==> config.mk <==
export PLATFORM = sky130hd
export DESIGN_NAME = ebpwm_top
export DESIGN_NICKNAME = d
export VERILOG_FILES = /design/src/rtl/ebpwm_pkg.sv /design/src/rtl/ebpwm_top.sv
export SDC_FILE = /design/constraint.sdc
export NUM_CORES = 1
export LEC_CHECK = 0
export ABC_AREA = 1
export BUFFER_PORTS_ARGS = -buffer_cell sky130_fd_sc_hd__buf_2
export CAP_MARGIN = 10
export CELL_PAD_IN_SITES_DETAIL_PLACEMENT = 2
export CELL_PAD_IN_SITES_GLOBAL_PLACEMENT = 2
export CORE_AREA = 2 2 204 206
export DETAILED_ROUTE_END_ITERATION = 16
export DIE_AREA = 0 0 206 208
export GPL_TIMING_DRIVEN = 0
export PLACE_DENSITY_LB_ADDON = 0.1
export SYNTH_ARGS = -nofsm -noshare
export SYNTH_HDL_FRONTEND = slang
export SYNTH_SLANG_ARGS = --single-unit
export TNS_END_PERCENT = 1
==> constraint.sdc <==
create_clock -name ref_clk -period 4.5 [get_ports ref_clk]
set_clock_uncertainty 0.15 [all_clocks]
set_input_delay 1.35 -clock ref_clk [delete_from_list [all_inputs] [get_ports ref_clk]]
set_output_delay 1.35 -clock ref_clk [all_outputs]
set_load 0.02 [all_outputs]
==> src/rtl/ebpwm_pkg.sv <==
/*
  Constants, register map and carrier types for the enhanced bridge PWM block.
  Assumes a 32-bit APB master and one 50 MHz system clock.
*/
package ebpwm_pkg;

  // ---------------------------------------------------------------------------
  // Register byte offsets
  // ---------------------------------------------------------------------------
  localparam logic [11:0] OFF_CTRL   = 12'h000;  // Channel control, four words.
  localparam logic [11:0] OFF_TSEL   = 12'h010;  // Timebase selection.
  localparam logic [11:0] OFF_DUTY   = 12'h014;  // Duty buffer bytes, four words.
  localparam logic [11:0] OFF_PRM    = 12'h024;  // Period match values, three words.
  localparam logic [11:0] OFF_TCON   = 12'h030;  // Timer controls, three words.
  localparam logic [11:0] OFF_TMR    = 12'h03c;  // Period counters, three words.
  localparam logic [11:0] OFF_DIR    = 12'h048;  // Pin direction bits.
  localparam logic [11:0] OFF_STEER  = 12'h04c;  // Steering enables.
  localparam logic [11:0] OFF_SHADOW = 12'h050;  // Duty shadow bytes, read only.
  localparam logic [11:0] WORD_STEP  = 12'h004;

  // ---------------------------------------------------------------------------
  // Field positions and codes
  // ---------------------------------------------------------------------------
  localparam int          CTL_OM_LSB = 6;        // Output mode field, bits 7:6.
  localparam int          CTL_DL_LSB = 4;        // Duty low bits, bits 5:4.
  localparam int          CTL_CM_LSB = 0;        // Channel mode field, bits 3:0.
  localparam logic [1:0]  CM_PWM     = 2'h3;     // Upper channel mode bits for PWM.
  localparam logic [1:0]  OM_SINGLE  = 2'h0;
  localparam logic [1:0]  OM_FWD     = 2'h1;
  localparam logic [1:0]  OM_HALF    = 2'h2;
  localparam logic [1:0]  OM_REV     = 2'h3;
  localparam int          TCON_RUN   = 2;        // Timer run bit.
  localparam logic [1:0]  PS_DIV1    = 2'h0;
  localparam logic [1:0]  PS_DIV4    = 2'h1;
  localparam logic [5:0]  PS_LIM1    = 6'h03;    // Four clocks per count at 1:1.
  localparam logic [5:0]  PS_LIM4    = 6'h0f;    // Sixteen clocks per count at 1:4.
  localparam logic [5:0]  PS_LIM16   = 6'h3f;    // Sixty-four clocks per count at 1:16.
  localparam int          NCH        = 4;
  localparam int          NTMR       = 3;
  localparam int          NPIN       = 10;

  // ---------------------------------------------------------------------------
  // Reset values
  // ---------------------------------------------------------------------------
  localparam logic [7:0]  RST_BYTE   = 8'h00;
  localparam logic [7:0]  RST_PRM    = 8'hff;
  localparam logic [9:0]  RST_DIR    = 10'h3ff;  // Every pin an input.

  // ---------------------------------------------------------------------------
  // Carriers
  // ---------------------------------------------------------------------------
  typedef struct packed {
    logic [11:0] paddr;
    logic        psel;
    logic        penable;
    logic        pwrite;
    logic [31:0] pwdata;
  } ebpwm_apb_req_t;

  typedef struct packed {
    logic        pready;
    logic        pslverr;
    logic [31:0] prdata;
  } ebpwm_apb_rsp_t;

  typedef struct packed {
    logic [NCH-1:0][7:0]  ctrl;
    logic [7:0]           tsel;
    logic [NCH-1:0][7:0]  duty;
    logic [NTMR-1:0][7:0] prm;
    logic [NTMR-1:0][7:0] tcon;
    logic [NTMR-1:0][7:0] tmr;
    logic [NTMR-1:0][5:0] pre;
    logic [NCH-1:0][9:0]  shadow;
    logic [NCH-1:0]       act;
    logic [NCH-1:0]       armed;
    logic [NPIN-1:0]      dir;
    logic [7:0]           steer;
    logic [NPIN-1:0]      pin_out;
    logic [NPIN-1:0]      pin_oe;
    ebpwm_apb_rsp_t       rsp;
  } ebpwm_state_t;

endpackage : ebpwm_pkg

==> src/rtl/ebpwm_top.sv <==
/*
  Enhanced bridge PWM block: three 8-bit period timers with prescalers,
  four PWM channels (two enhanced with four bridge outputs each, two standard),
  and an APB register slave.
  Assumes synchronous inputs on ref_clk and an outside pad ring that resolves
  pin level from pin_out and pin_oe.
*/
`timescale 1ns/100ps

module ebpwm_top
  import ebpwm_pkg::*;
(
  input  wire logic            ref_clk,  // System clock, 50 MHz.
  input  wire logic            reset,    // Synchronous reset, active high.
  input  wire logic            clk_en,   // Freezes all state while low.
  input  wire logic            sleep,    // Device sleep, stops counting.
  input  wire ebpwm_apb_req_t  apb_req,  // APB request from the master.
  output ebpwm_apb_rsp_t       apb_rsp,  // APB answer, registered.
  output logic [NPIN-1:0]      pin_out,  // Pin drive levels, registered.
  output logic [NPIN-1:0]      pin_oe    // Pin output enables, registered.
);

  // ---------------------------------------------------------------------------
  // State
  // ---------------------------------------------------------------------------
  ebpwm_state_t         st_r;
  ebpwm_state_t         st_nxt;
  logic [NTMR-1:0]      roll;      // Timer reaches period end this cycle.
  logic [NTMR-1:0][9:0] tbase;     // Ten-bit time base per timer.
  logic [NCH-1:0][1:0]  ch_tmr;    // Timer used by each channel.
  logic [NCH-1:0]       pwm_on;    // Channel is in a PWM channel mode.

  assign apb_rsp = st_r.rsp;
  assign pin_out = st_r.pin_out;
  assign pin_oe  = st_r.pin_oe;

  // Selects the prescaler limit for a timer control byte.
  function automatic logic [5:0] ps_limit(input logic [7:0] tc);
    logic [5:0] lim;
    lim = PS_LIM16;
    if (tc[1:0] == PS_DIV1)
    begin
      lim = PS_LIM1;
    end
    else if (tc[1:0] == PS_DIV4)
    begin
      lim = PS_LIM4;
    end
    return lim;
  endfunction : ps_limit

  // ---------------------------------------------------------------------------
  // Time base and channel routing signals
  // ---------------------------------------------------------------------------
  // Builds each time base and flags each period end; counts need the run bit.
  always_comb
  begin
    for (int t = 0; t < NTMR; t++)
    begin
      roll[t] = st_r.tcon[t][TCON_RUN] && (st_r.pre[t] == ps_limit(st_r.tcon[t]))
                && (st_r.tmr[t] == st_r.prm[t]);
      if (st_r.tcon[t][1:0] == PS_DIV1)
      begin
        tbase[t] = {st_r.tmr[t], st_r.pre[t][1:0]};
      end
      else if (st_r.tcon[t][1:0] == PS_DIV4)
      begin
        tbase[t] = {st_r.tmr[t], st_r.pre[t][3:2]};
      end
      else
      begin
        tbase[t] = {st_r.tmr[t], st_r.pre[t][5:4]};
      end
    end
    for (int c = 0; c < NCH; c++)
    begin
      ch_tmr[c] = (st_r.tsel[2*c +: 2] == 2'h3) ? 2'h0 : st_r.tsel[2*c +: 2];
      pwm_on[c] = (st_r.ctrl[c][3:2] == CM_PWM);
    end
  end

  // ---------------------------------------------------------------------------
  // Next state
  // ---------------------------------------------------------------------------
  // Register access, timers, duty compare and pin mapping in one pass.
  always_comb
  begin
    logic [3:0]  lvl;
    logic [3:0]  used;
    logic        w;
    logic [1:0]  om;
    logic [31:0] rd;
    logic        hit;
    logic        wr;
    st_nxt = st_r;
    lvl    = 4'h0;
    used   = 4'h0;
    w      = 1'b0;
    om     = OM_SINGLE;
    rd     = 32'h0000_0000;
    hit    = 1'b0;
    wr     = apb_req.psel && apb_req.penable && apb_req.pwrite && st_r.rsp.pready;

    // Period counters advance only out of sleep, one count per 4*N clocks.
    for (int t = 0; t < NTMR; t++)
    begin
      if (!sleep && st_r.tcon[t][TCON_RUN])
      begin
        if (st_r.pre[t] == ps_limit(st_r.tcon[t]))
        begin
          st_nxt.pre[t] = 6'h00;
          st_nxt.tmr[t] = roll[t] ? 8'h00 : st_r.tmr[t] + 8'h01;
        end
        else
        begin
          st_nxt.pre[t] = st_r.pre[t] + 6'h01;
        end
      end
    end

    // Duty handling per channel.
    for (int c = 0; c < NCH; c++)
    begin
      if (!pwm_on[c])
      begin
        st_nxt.act[c]   = 1'b0;
        st_nxt.armed[c] = 1'b0;
      end
      else if (!sleep && roll[ch_tmr[c]])
      begin
        st_nxt.shadow[c] = {st_r.duty[c], st_r.ctrl[c][5:4]};
        st_nxt.act[c]    = ({st_r.duty[c], st_r.ctrl[c][5:4]} != 10'h000);
        st_nxt.armed[c]  = 1'b1;
      end
      else if (!sleep && (tbase[ch_tmr[c]] == st_r.shadow[c]))
      begin
        st_nxt.act[c] = 1'b0;
      end
    end

    // Enhanced channels map onto four bridge pins each.
    for (int c = 0; c < 2; c++)
    begin
      w  = st_r.act[c] && st_r.armed[c];
      om = st_r.ctrl[c][7:6];
      case (om)
        OM_HALF:
        begin
          lvl  = {2'b00, st_r.armed[c] && !st_r.act[c], w};
          used = 4'b0011;
        end
        OM_FWD:
        begin
          lvl  = {w, 1'b0, 1'b0, st_r.armed[c]};
          used = 4'b1111;
        end
        OM_REV:
        begin
          lvl  = {1'b0, st_r.armed[c], w, 1'b0};
          used = 4'b1111;
        end
        default:
        begin
          lvl  = {4{w}};
          used = st_r.steer[4*c +: 4];
        end
      endcase
      // Bit 1 inverts pins A and C, bit 0 inverts pins B and D.
      st_nxt.pin_out[4*c +: 4] = lvl ^ {st_r.ctrl[c][0], st_r.ctrl[c][1],
                                        st_r.ctrl[c][0], st_r.ctrl[c][1]};
      st_nxt.pin_oe[4*c +: 4]  = used & {4{pwm_on[c]}} & ~st_r.dir[4*c +: 4];
    end

    // Standard channels drive one pin each, active high.
    for (int c = 2; c < NCH; c++)
    begin
      st_nxt.pin_out[c+6] = st_r.act[c] && st_r.armed[c];
      st_nxt.pin_oe[c+6]  = pwm_on[c] && !st_r.dir[c+6];
    end

    // APB read decode, registered at the setup phase.
    for (int i = 0; i < NCH; i++)
    begin
      if (apb_req.paddr == OFF_CTRL + WORD_STEP * 12'(i))
      begin
        hit = 1'b1;
        rd  = {24'h000000, st_r.ctrl[i]};
      end
      if (apb_req.paddr == OFF_DUTY + WORD_STEP * 12'(i))
      begin
        hit = 1'b1;
        rd  = {24'h000000, st_r.duty[i]};
      end
      if (apb_req.paddr == OFF_SHADOW + WORD_STEP * 12'(i))
      begin
        hit = 1'b1;
        rd  = {24'h000000, st_r.shadow[i][9:2]};
      end
    end
    for (int t = 0; t < NTMR; t++)
    begin
      if (apb_req.paddr == OFF_PRM + WORD_STEP * 12'(t))
      begin
        hit = 1'b1;
        rd  = {24'h000000, st_r.prm[t]};
      end
      if (apb_req.paddr == OFF_TCON + WORD_STEP * 12'(t))
      begin
        hit = 1'b1;
        rd  = {25'h0, st_r.tcon[t][6:0]};
      end
      if (apb_req.paddr == OFF_TMR + WORD_STEP * 12'(t))
      begin
        hit = 1'b1;
        rd  = {24'h000000, st_r.tmr[t]};
      end
    end
    if (apb_req.paddr == OFF_TSEL)
    begin
      hit = 1'b1;
      rd  = {24'h000000, st_r.tsel};
    end
    if (apb_req.paddr == OFF_DIR)
    begin
      hit = 1'b1;
      rd  = {22'h0, st_r.dir};
    end
    if (apb_req.paddr == OFF_STEER)
    begin
      hit = 1'b1;
      rd  = {24'h000000, st_r.steer};
    end

    // Ready rises one cycle after setup and stays for exactly one cycle.
    st_nxt.rsp.pready = apb_req.psel && !apb_req.penable;
    if (apb_req.psel && !apb_req.penable)
    begin
      st_nxt.rsp.prdata  = apb_req.pwrite ? 32'h0000_0000 : rd;
      st_nxt.rsp.pslverr = !hit;
    end

    // APB write, taken on the access edge only.
    if (wr)
    begin
      for (int i = 0; i < NCH; i++)
      begin
        if (apb_req.paddr == OFF_CTRL + WORD_STEP * 12'(i))
        begin
          st_nxt.ctrl[i] = (i < 2) ? apb_req.pwdata[7:0]
                                   : {2'b00, apb_req.pwdata[5:0]};
        end
        if (apb_req.paddr == OFF_DUTY + WORD_STEP * 12'(i))
        begin
          st_nxt.duty[i] = apb_req.pwdata[7:0];
        end
      end
      for (int t = 0; t < NTMR; t++)
      begin
        if (apb_req.paddr == OFF_PRM + WORD_STEP * 12'(t))
        begin
          st_nxt.prm[t] = apb_req.pwdata[7:0];
        end
        if (apb_req.paddr == OFF_TCON + WORD_STEP * 12'(t))
        begin
          st_nxt.tcon[t] = {1'b0, apb_req.pwdata[6:0]};
        end
        if (apb_req.paddr == OFF_TMR + WORD_STEP * 12'(t))
        begin
          st_nxt.tmr[t] = apb_req.pwdata[7:0];
        end
      end
      if (apb_req.paddr == OFF_TSEL)
      begin
        st_nxt.tsel = apb_req.pwdata[7:0];
      end
      if (apb_req.paddr == OFF_DIR)
      begin
        st_nxt.dir = apb_req.pwdata[NPIN-1:0];
      end
      if (apb_req.paddr == OFF_STEER)
      begin
        st_nxt.steer = apb_req.pwdata[7:0];
      end
    end
  end

  // ---------------------------------------------------------------------------
  // Register stage
  // ---------------------------------------------------------------------------
  // Reset restores every register and turns all pins into inputs.
  always_ff @(posedge ref_clk)
  begin
    if (reset)
    begin
      st_r         <= '0;
      st_r.prm     <= {NTMR{RST_PRM}};
      st_r.tsel    <= RST_BYTE;
      st_r.dir     <= RST_DIR;
    end
    else if (clk_en)
    begin
      st_r <= st_nxt;
    end
  end

  // ---------------------------------------------------------------------------
  // Checks
  // ---------------------------------------------------------------------------
  chk_sleep_tmr_hold: assert property (@(posedge ref_clk) disable iff (reset)
    (clk_en && sleep) |=> $stable(st_r.tmr) && $stable(st_r.act))
    else $error("Counter or output moved during sleep.");

  chk_input_pins_off: assert property (@(posedge ref_clk) disable iff (reset)
    (clk_en && (&st_r.dir)) |=> (st_r.pin_oe == '0))
    else $error("A pin is enabled while all pins are inputs.");

  chk_oe_needs_dir: assert property (@(posedge ref_clk) disable iff (reset)
    clk_en |=> ((st_r.pin_oe & $past(st_r.dir)) == '0))
    else $error("A pin was enabled with its direction bit set.");

  chk_zero_ctrl_release: assert property (@(posedge ref_clk) disable iff (reset)
    (clk_en && st_r.ctrl[0] == 8'h00) |=> (st_r.pin_oe[3:0] == 4'h0))
    else $error("Cleared control still drives a bridge pin.");

  chk_std_mode_bits: assert property (@(posedge ref_clk) disable iff (reset)
    (st_r.ctrl[2][7:6] == 2'b00) && (st_r.ctrl[3][7:6] == 2'b00))
    else $error("Standard channel output mode bits are not zero.");

  chk_half_unused: assert property (@(posedge ref_clk) disable iff (reset)
    (clk_en && st_r.ctrl[0][7:6] == OM_HALF) |=> (st_r.pin_oe[3:2] == 2'b00))
    else $error("Half bridge drives pin C or D.");

  chk_shadow_latch: assert property (@(posedge ref_clk) disable iff (reset)
    (clk_en && !sleep && pwm_on[0] && roll[ch_tmr[0]])
      |=> (st_r.shadow[0] == {$past(st_r.duty[0]), $past(st_r.ctrl[0][5:4])}) && st_r.armed[0])
    else $error("Duty not latched at period end.");

  chk_first_period: assert property (@(posedge ref_clk) disable iff (reset)
    (clk_en && !st_r.armed[0] && !roll[ch_tmr[0]]) |=> !st_r.armed[0])
    else $error("Channel armed before a period start.");

  chk_clear_on_match: assert property (@(posedge ref_clk) disable iff (reset)
    (clk_en && !sleep && pwm_on[0] && !roll[ch_tmr[0]]
      && tbase[ch_tmr[0]] == st_r.shadow[0]) |=> !st_r.act[0])
    else $error("Output not cleared at duty match.");

  chk_half_complement: assert property (@(posedge ref_clk) disable iff (reset)
    (clk_en && st_r.ctrl[0][7:6] == OM_HALF && st_r.ctrl[0][1:0] == 2'b00 && st_r.armed[0])
      |=> (st_r.pin_out[1] != st_r.pin_out[0]))
    else $error("Half bridge pin B is not the complement of pin A.");

  chk_enable_freeze: assert property (@(posedge ref_clk) disable iff (reset)
    !clk_en |=> $stable(st_r))
    else $error("State moved while the clock enable was low.");

endmodule : ebpwm_top

**Word-level counts from Yosys, hierarchy flattened**

Cells that the tools add are included.

- Register bits: 275
- Bits of input ports: 51
- Output and inout bits: 54
- Logic and storage cells: 322

- Add/sub/neg operators: 6
- Magnitude comparators: 4
- Equality and inequality tests: 61
- Multiplexer cells: 124
- Bitwise logic cells: 8
- Reductions and logical operators: 79

Operators by type and width:

| cell | count |
|---|---|
| 32-bit two-way mux | 23 |
| 8-bit two-way mux | 14 |
| 12-bit by 6-bit equality test with 1-bit output (second input constant) | 8 |
| 12-bit by 7-bit equality test with 1-bit output (second input constant) | 8 |
| 10-bit binary-select mux with 2-bit select | 4 |
| 6-bit two-way mux | 12 |
| 3-bit AND reduction | 21 |
| 12-bit by 5-bit equality test with 1-bit output (second input constant) | 4 |
| 1-bit two-way mux | 48 |
| 10-bit equality test | 4 |
| 10-bit two-way mux | 4 |
| 10-bit nonzero test | 4 |
| 6-bit equality test | 6 |
| 1-bit logical AND | 29 |
| 8-bit by 1-bit adder with 8-bit output (second input constant) | 3 |
| 12-bit by 4-bit equality test with 1-bit output (second input constant) | 2 |
| 2-bit equality test (second input constant) | 12 |
| 8-bit equality test | 3 |
| 24-bit two-way mux | 1 |
| 4-bit case mux with 3 select lines | 2 |
| 2-bit AND reduction | 12 |
| 2-bit two-way mux | 10 |
| 6-bit by 1-bit adder with 6-bit output (second input constant) | 3 |
| 4-bit AND | 4 |
| other kinds (13) | 41 |

**Longest topological paths before layout**

- Depth in word-level cells: 26
- Gate-level depth with buffers: 24
- Mapped depth without buffers: 24

**Worst setup path after synthesis**

Ideal clock, no wire load.

- Kind: input-to-reg
- Start: input port apb_req[46] (netlist bit)
- End: register st_r, in the netlist apb_rsp[2]
- Setup time: 132 ps
- Arrival time: 2985 ps
- Path slack: 1233 ps
- Stages: 24
- Path buffers: 0
- Path through: nor2_1 -> nand2_2 -> inv_1 -> nand2_2 -> inv_1 -> nand2_2 -> nand2_1 -> a21oi_1 -> nand2_1 -> nand2_1 -> nand2_1 -> nand2_1 -> nand2_1 -> nand2_1 -> nand2_1 -> nand2_1 -> nand2_1 -> nand2_1 -> nand2_1 -> nand2_1 -> nand2_1 -> nand3_1 -> nand2_1 -> a21oi_1

- Longest elaborated chain between the ends: 26
- Elaborated cells on any way between the ends: 49
- Those cells by class: eq/ne: 23; mux: 25; reduce/logical: 1

Ends and longest elaborated chain:

| item | line | RTL |
|---|---|---|
| start: declaration | ebpwm_top.sv:17 | `input wire ebpwm_apb_req_t apb_req,` |
| 12-bit logical NOT | ebpwm_top.sv:184 | `if (apb_req.paddr == OFF_CTRL + WORD_STEP * 12'(i))` |
| 8-bit two-way mux | ebpwm_top.sv:184 |  |
| 8-bit two-way mux | ebpwm_top.sv:189 | `if (apb_req.paddr == OFF_DUTY + WORD_STEP * 12'(i))` |
| 32-bit two-way mux | ebpwm_top.sv:194 | `if (apb_req.paddr == OFF_SHADOW + WORD_STEP * 12'(i))` |
| 32-bit two-way mux | ebpwm_top.sv:184 |  |
| 32-bit two-way mux | ebpwm_top.sv:189 |  |
| 32-bit two-way mux | ebpwm_top.sv:194 |  |
| 32-bit two-way mux | ebpwm_top.sv:184 |  |
| [10 not listed] | -- |  |
| 32-bit two-way mux | ebpwm_top.sv:212 | `if (apb_req.paddr == OFF_TMR + WORD_STEP * 12'(t))` |
| 32-bit two-way mux | ebpwm_top.sv:202 | `if (apb_req.paddr == OFF_PRM + WORD_STEP * 12'(t))` |
| 32-bit two-way mux | ebpwm_top.sv:207 | `if (apb_req.paddr == OFF_TCON + WORD_STEP * 12'(t))` |
| 32-bit two-way mux | ebpwm_top.sv:212 |  |
| 32-bit two-way mux | ebpwm_top.sv:218 | `if (apb_req.paddr == OFF_TSEL)` |
| 32-bit two-way mux | ebpwm_top.sv:223 | `if (apb_req.paddr == OFF_DIR)` |
| 32-bit two-way mux * | ebpwm_top.sv:228 | `if (apb_req.paddr == OFF_STEER)` |
| 32-bit two-way mux * | ebpwm_top.sv:238 | `st_nxt.rsp.prdata = apb_req.pwrite ? 32'h0000_0000 : rd;` |
| end signal: assignment | ebpwm_top.sv:302 | `st_r <= st_nxt;` |
| end: declaration | ebpwm_top.sv:26 | `ebpwm_state_t st_r;` |

Every way passes the cells marked *; elsewhere a longest branch is shown, timed or not.
A chain may end at the register's enable or synchronous reset.

**Worst setup path after layout**

- Start: input port clk_en
- End: register st_r[175] (netlist bit)

- Longest elaborated chain between the ends: 1

Ends and longest elaborated chain:

| item | line | RTL |
|---|---|---|
| start: declaration | ebpwm_top.sv:15 | `input wire logic clk_en,` |
| 3-bit AND reduction (no line) | -- |  |

Every way passes these cells.

==> results.txt <==
status: completed
Reg-to-Reg Start: st_r[153]$_SDFFE_PP0P_
final core area utilization: 42.1%
vias in the first global route: 17800
largest net degree at the start of global routing: 13
post-route ant nets: 0
depth of the most critical reg-to-reg path: 11
worst hold start: st_r[168]$_SDFFE_PP0P_
CTS hold repair buffers: 0
post-synth cell types: 63
r2r setup slk: 0.65 ns
Final #Nets: 2376
Placed Area: 15900 um^2
Main synth FF type: dfxtp_1
Ant. Diodes: 0
area leader, netlist: dfxtp_1
period utilization: 96.4%
CTS tree: built
clk_lat worst skew: 0.56 ns
Synth top cells by count: nand2_1, inv_1, dfxtp_1
crit path DAT: 4.67 ns
H-tree levels: 2
RSZ-0062 raised after global routing: false
FMAX: 0.231 GHz
Num CTS Buffers: 34
CP startpoint: clk_en
EDFF count, synth: 0
Detailed Routing Iterations Pass 1: 5
number of max-cap violations: 0
synthesized flop and latch total: 253
Min-Delay Endpoint: st_r[168]$_SDFFE_PP0P_
clock root cell: clkbuf_16
grt total ovfl: 0
initial antenna violation count: 1
Startpoint Class: input pin
chip height: 208 um
count leader, synth: nand2_1
Avg WL per Cell: 27.3 um
Worst Path Max Fanout: 10
# DRC: 0
synthesized cell area: 14900 um^2
Slew Limit Fails: 0
CTS sink cnt: 253
Seq/Total Area, Yosys: 34.1%
dpl hpwl: 58.9 mm
Via density: 5.86
Hold Slack: 0.308 ns
CP Capture Type: flop
final wirelength: 78.4 mm
die area: 42800 um^2
final hold vios: 0
die width: 206 um
Slowest-stage cell, CP: nor2_4
layout filler cell count: 4899
Synth-to-Final Area Change: 15.0%
max incr delay on CP: 0.71 ns
Bufs on Longest Clock Path: 3
Gate Count Post-Synth: 2207
fraction of layout cells with a size suffix above 1: 9.99%
# IOs: 105
power density cells: 322 nW/um^2
Worst Path Required: 4.83 ns
R2R Path End: st_r[86]$_SDFFE_PP0P_
Vias: 16800
post-CTS setup buffer count: 0
fin area: 17100 um^2
first-pass GRT wire length: 115 mm
Initial Util: 36.6%
Tmin final: 4.34 ns
static leakage: 0.00715 uW
critical path type: input pin to flop
Area contributors post-synth: dfxtp_1, nand2_1, a21oi_1
Ys Warns: 0
share of the synthesized area in the top cell type: 34.1%
worst path cell trace: buf_2 -> clkinv_1 -> nor2_4 -> inv_1 -> nor2_1 -> clkbuf_1 -> o21ai_0 -> a21oi_1
Setup-failing EPs final: 0
Total GRT Usage: 36.4%
hold crit path type: flop to flop
Reg clk slew, reported paths: 0.06 ns
Core ar.: 40600 um^2
worst hold path cell count: 2
worst-margin pin slew: 1.38 ns
Mean Syn Cell Area: 6.73 um^2
headroom to the max-slew limit: 7.76%
Peak VDD IR: 236 uV
placement row count: 74
asr flop ratio synth: 0%
PortBufs: 52
gpl congestion: 0.971
initial DRC count: 1269
stage by stage:
stage	power (uW)	TNS, ns	instances	setup slack (ns)
finish	5490	0	2875	0.162
global route	5630	0	2875	0.0967
CTS	5500	0	2874	0.356
detailed placement	2640	-34.15	2814	-0.768
global placement	2630	-81.69	2812	-1.18
floorplan	2480	0	2228	1.23
placed cells by master (no fill, tap or decap), types with 10 or more instances in the layout:
cell type / n
nand2_1: 388
inv_1: 284
dfxtp_1: 253
a21oi_1: 247
o21ai_0: 204
nor2_1: 189
clkbuf_1: 84
nand3_1: 81
buf_2: 64
o211ai_1: 61
buf_4: 54
xor2_1: 49
o22ai_1: 38
clkbuf_16: 37
a211oi_1: 36
nand4_1: 31
conb_1: 22
o221ai_1: 19
nor3_1: 17
nor4_1: 16
clkinv_1: 10
nor2_2: 10
power breakdown:
part           switching [uW]  leakage (uW)  internal, uW
combinational             276       0.00452          76.5
sequential               9.69       0.00204          2250
clock                    1120      0.000582          1760
flip-flops by register name, summed over array words and instances (netlist names):
register,cells
pin_out,10
apb_rsp,12
st_r,221
pin_oe,10
timing repair:
item                       CTS  global route
setup endpoints to repair   15             0
gates resized for setup      2             0
hold endpoints to repair     0             0
worst max-delay path by stage:
| stage | slack, ns | end |
|---|---|---|
| final | 0.16 | st_r[175]$_SDFFE_PP0P_ |
| after global routing | 0.1 | apb_rsp[3]$_SDFFE_PP0P_ |
| after CTS | 0.36 | st_r[175]$_SDFFE_PP0P_ |
| after detailed placement | -0.77 | st_r[71]$_SDFFE_PP1P_ |
| after global placement | -1.18 | st_r[176]$_SDFFE_PP0P_ |
| after floorplan | 1.23 | apb_rsp[2]$_SDFFE_PP0P_ |
layer usage:
layer	vias up	track usage [%]	routed length (um)
li1	7601	-	-
met1	8469	46.7	32700
met2	585	59.1	36400
met3	188	6.31	5300
met4	2	17.2	3990
met5	-	0	13
cell type report:
type	count	area (um^2)	area share, %
plain buffers	155	852	4.99
clock buffers	47	1020	5.99
clock inverters	13	143	0.835
inverters	299	1120	6.57
multi-input cells	1521	7900	46.3
flip-flops and latches	253	5060	29.7
well taps	532	666	3.90
repair buffers	55	305	1.79
worst max-delay path: cells and delay by family:
family                 cells  cell delay (ns)
buffers and inverters      4             1.81
and+or+nand+nor            2             1.14
AOI/OAI and AO/OA          2             0.34
logic make-up (layout without fill, tap and decap cells):
| group | after synthesis | count (layout) | synth area share [%] |
|---|---|---|---|
| compound gates | 668 | 668 | 26.4 |
| xor+xnor | 53 | 53 | 3.13 |
| fa+ha+maj | 6 | 6 | 0.506 |
| flops | 253 | 253 | 34.1 |
| simple gates | 771 | 771 | 22.5 |
| buf+inv | 454 | 569 | 13.3 |
| other cells | 1 | 22 | 0.0253 |
| mux | 1 | 1 | 0.0674 |
Power figures use the tool's default switching activity.
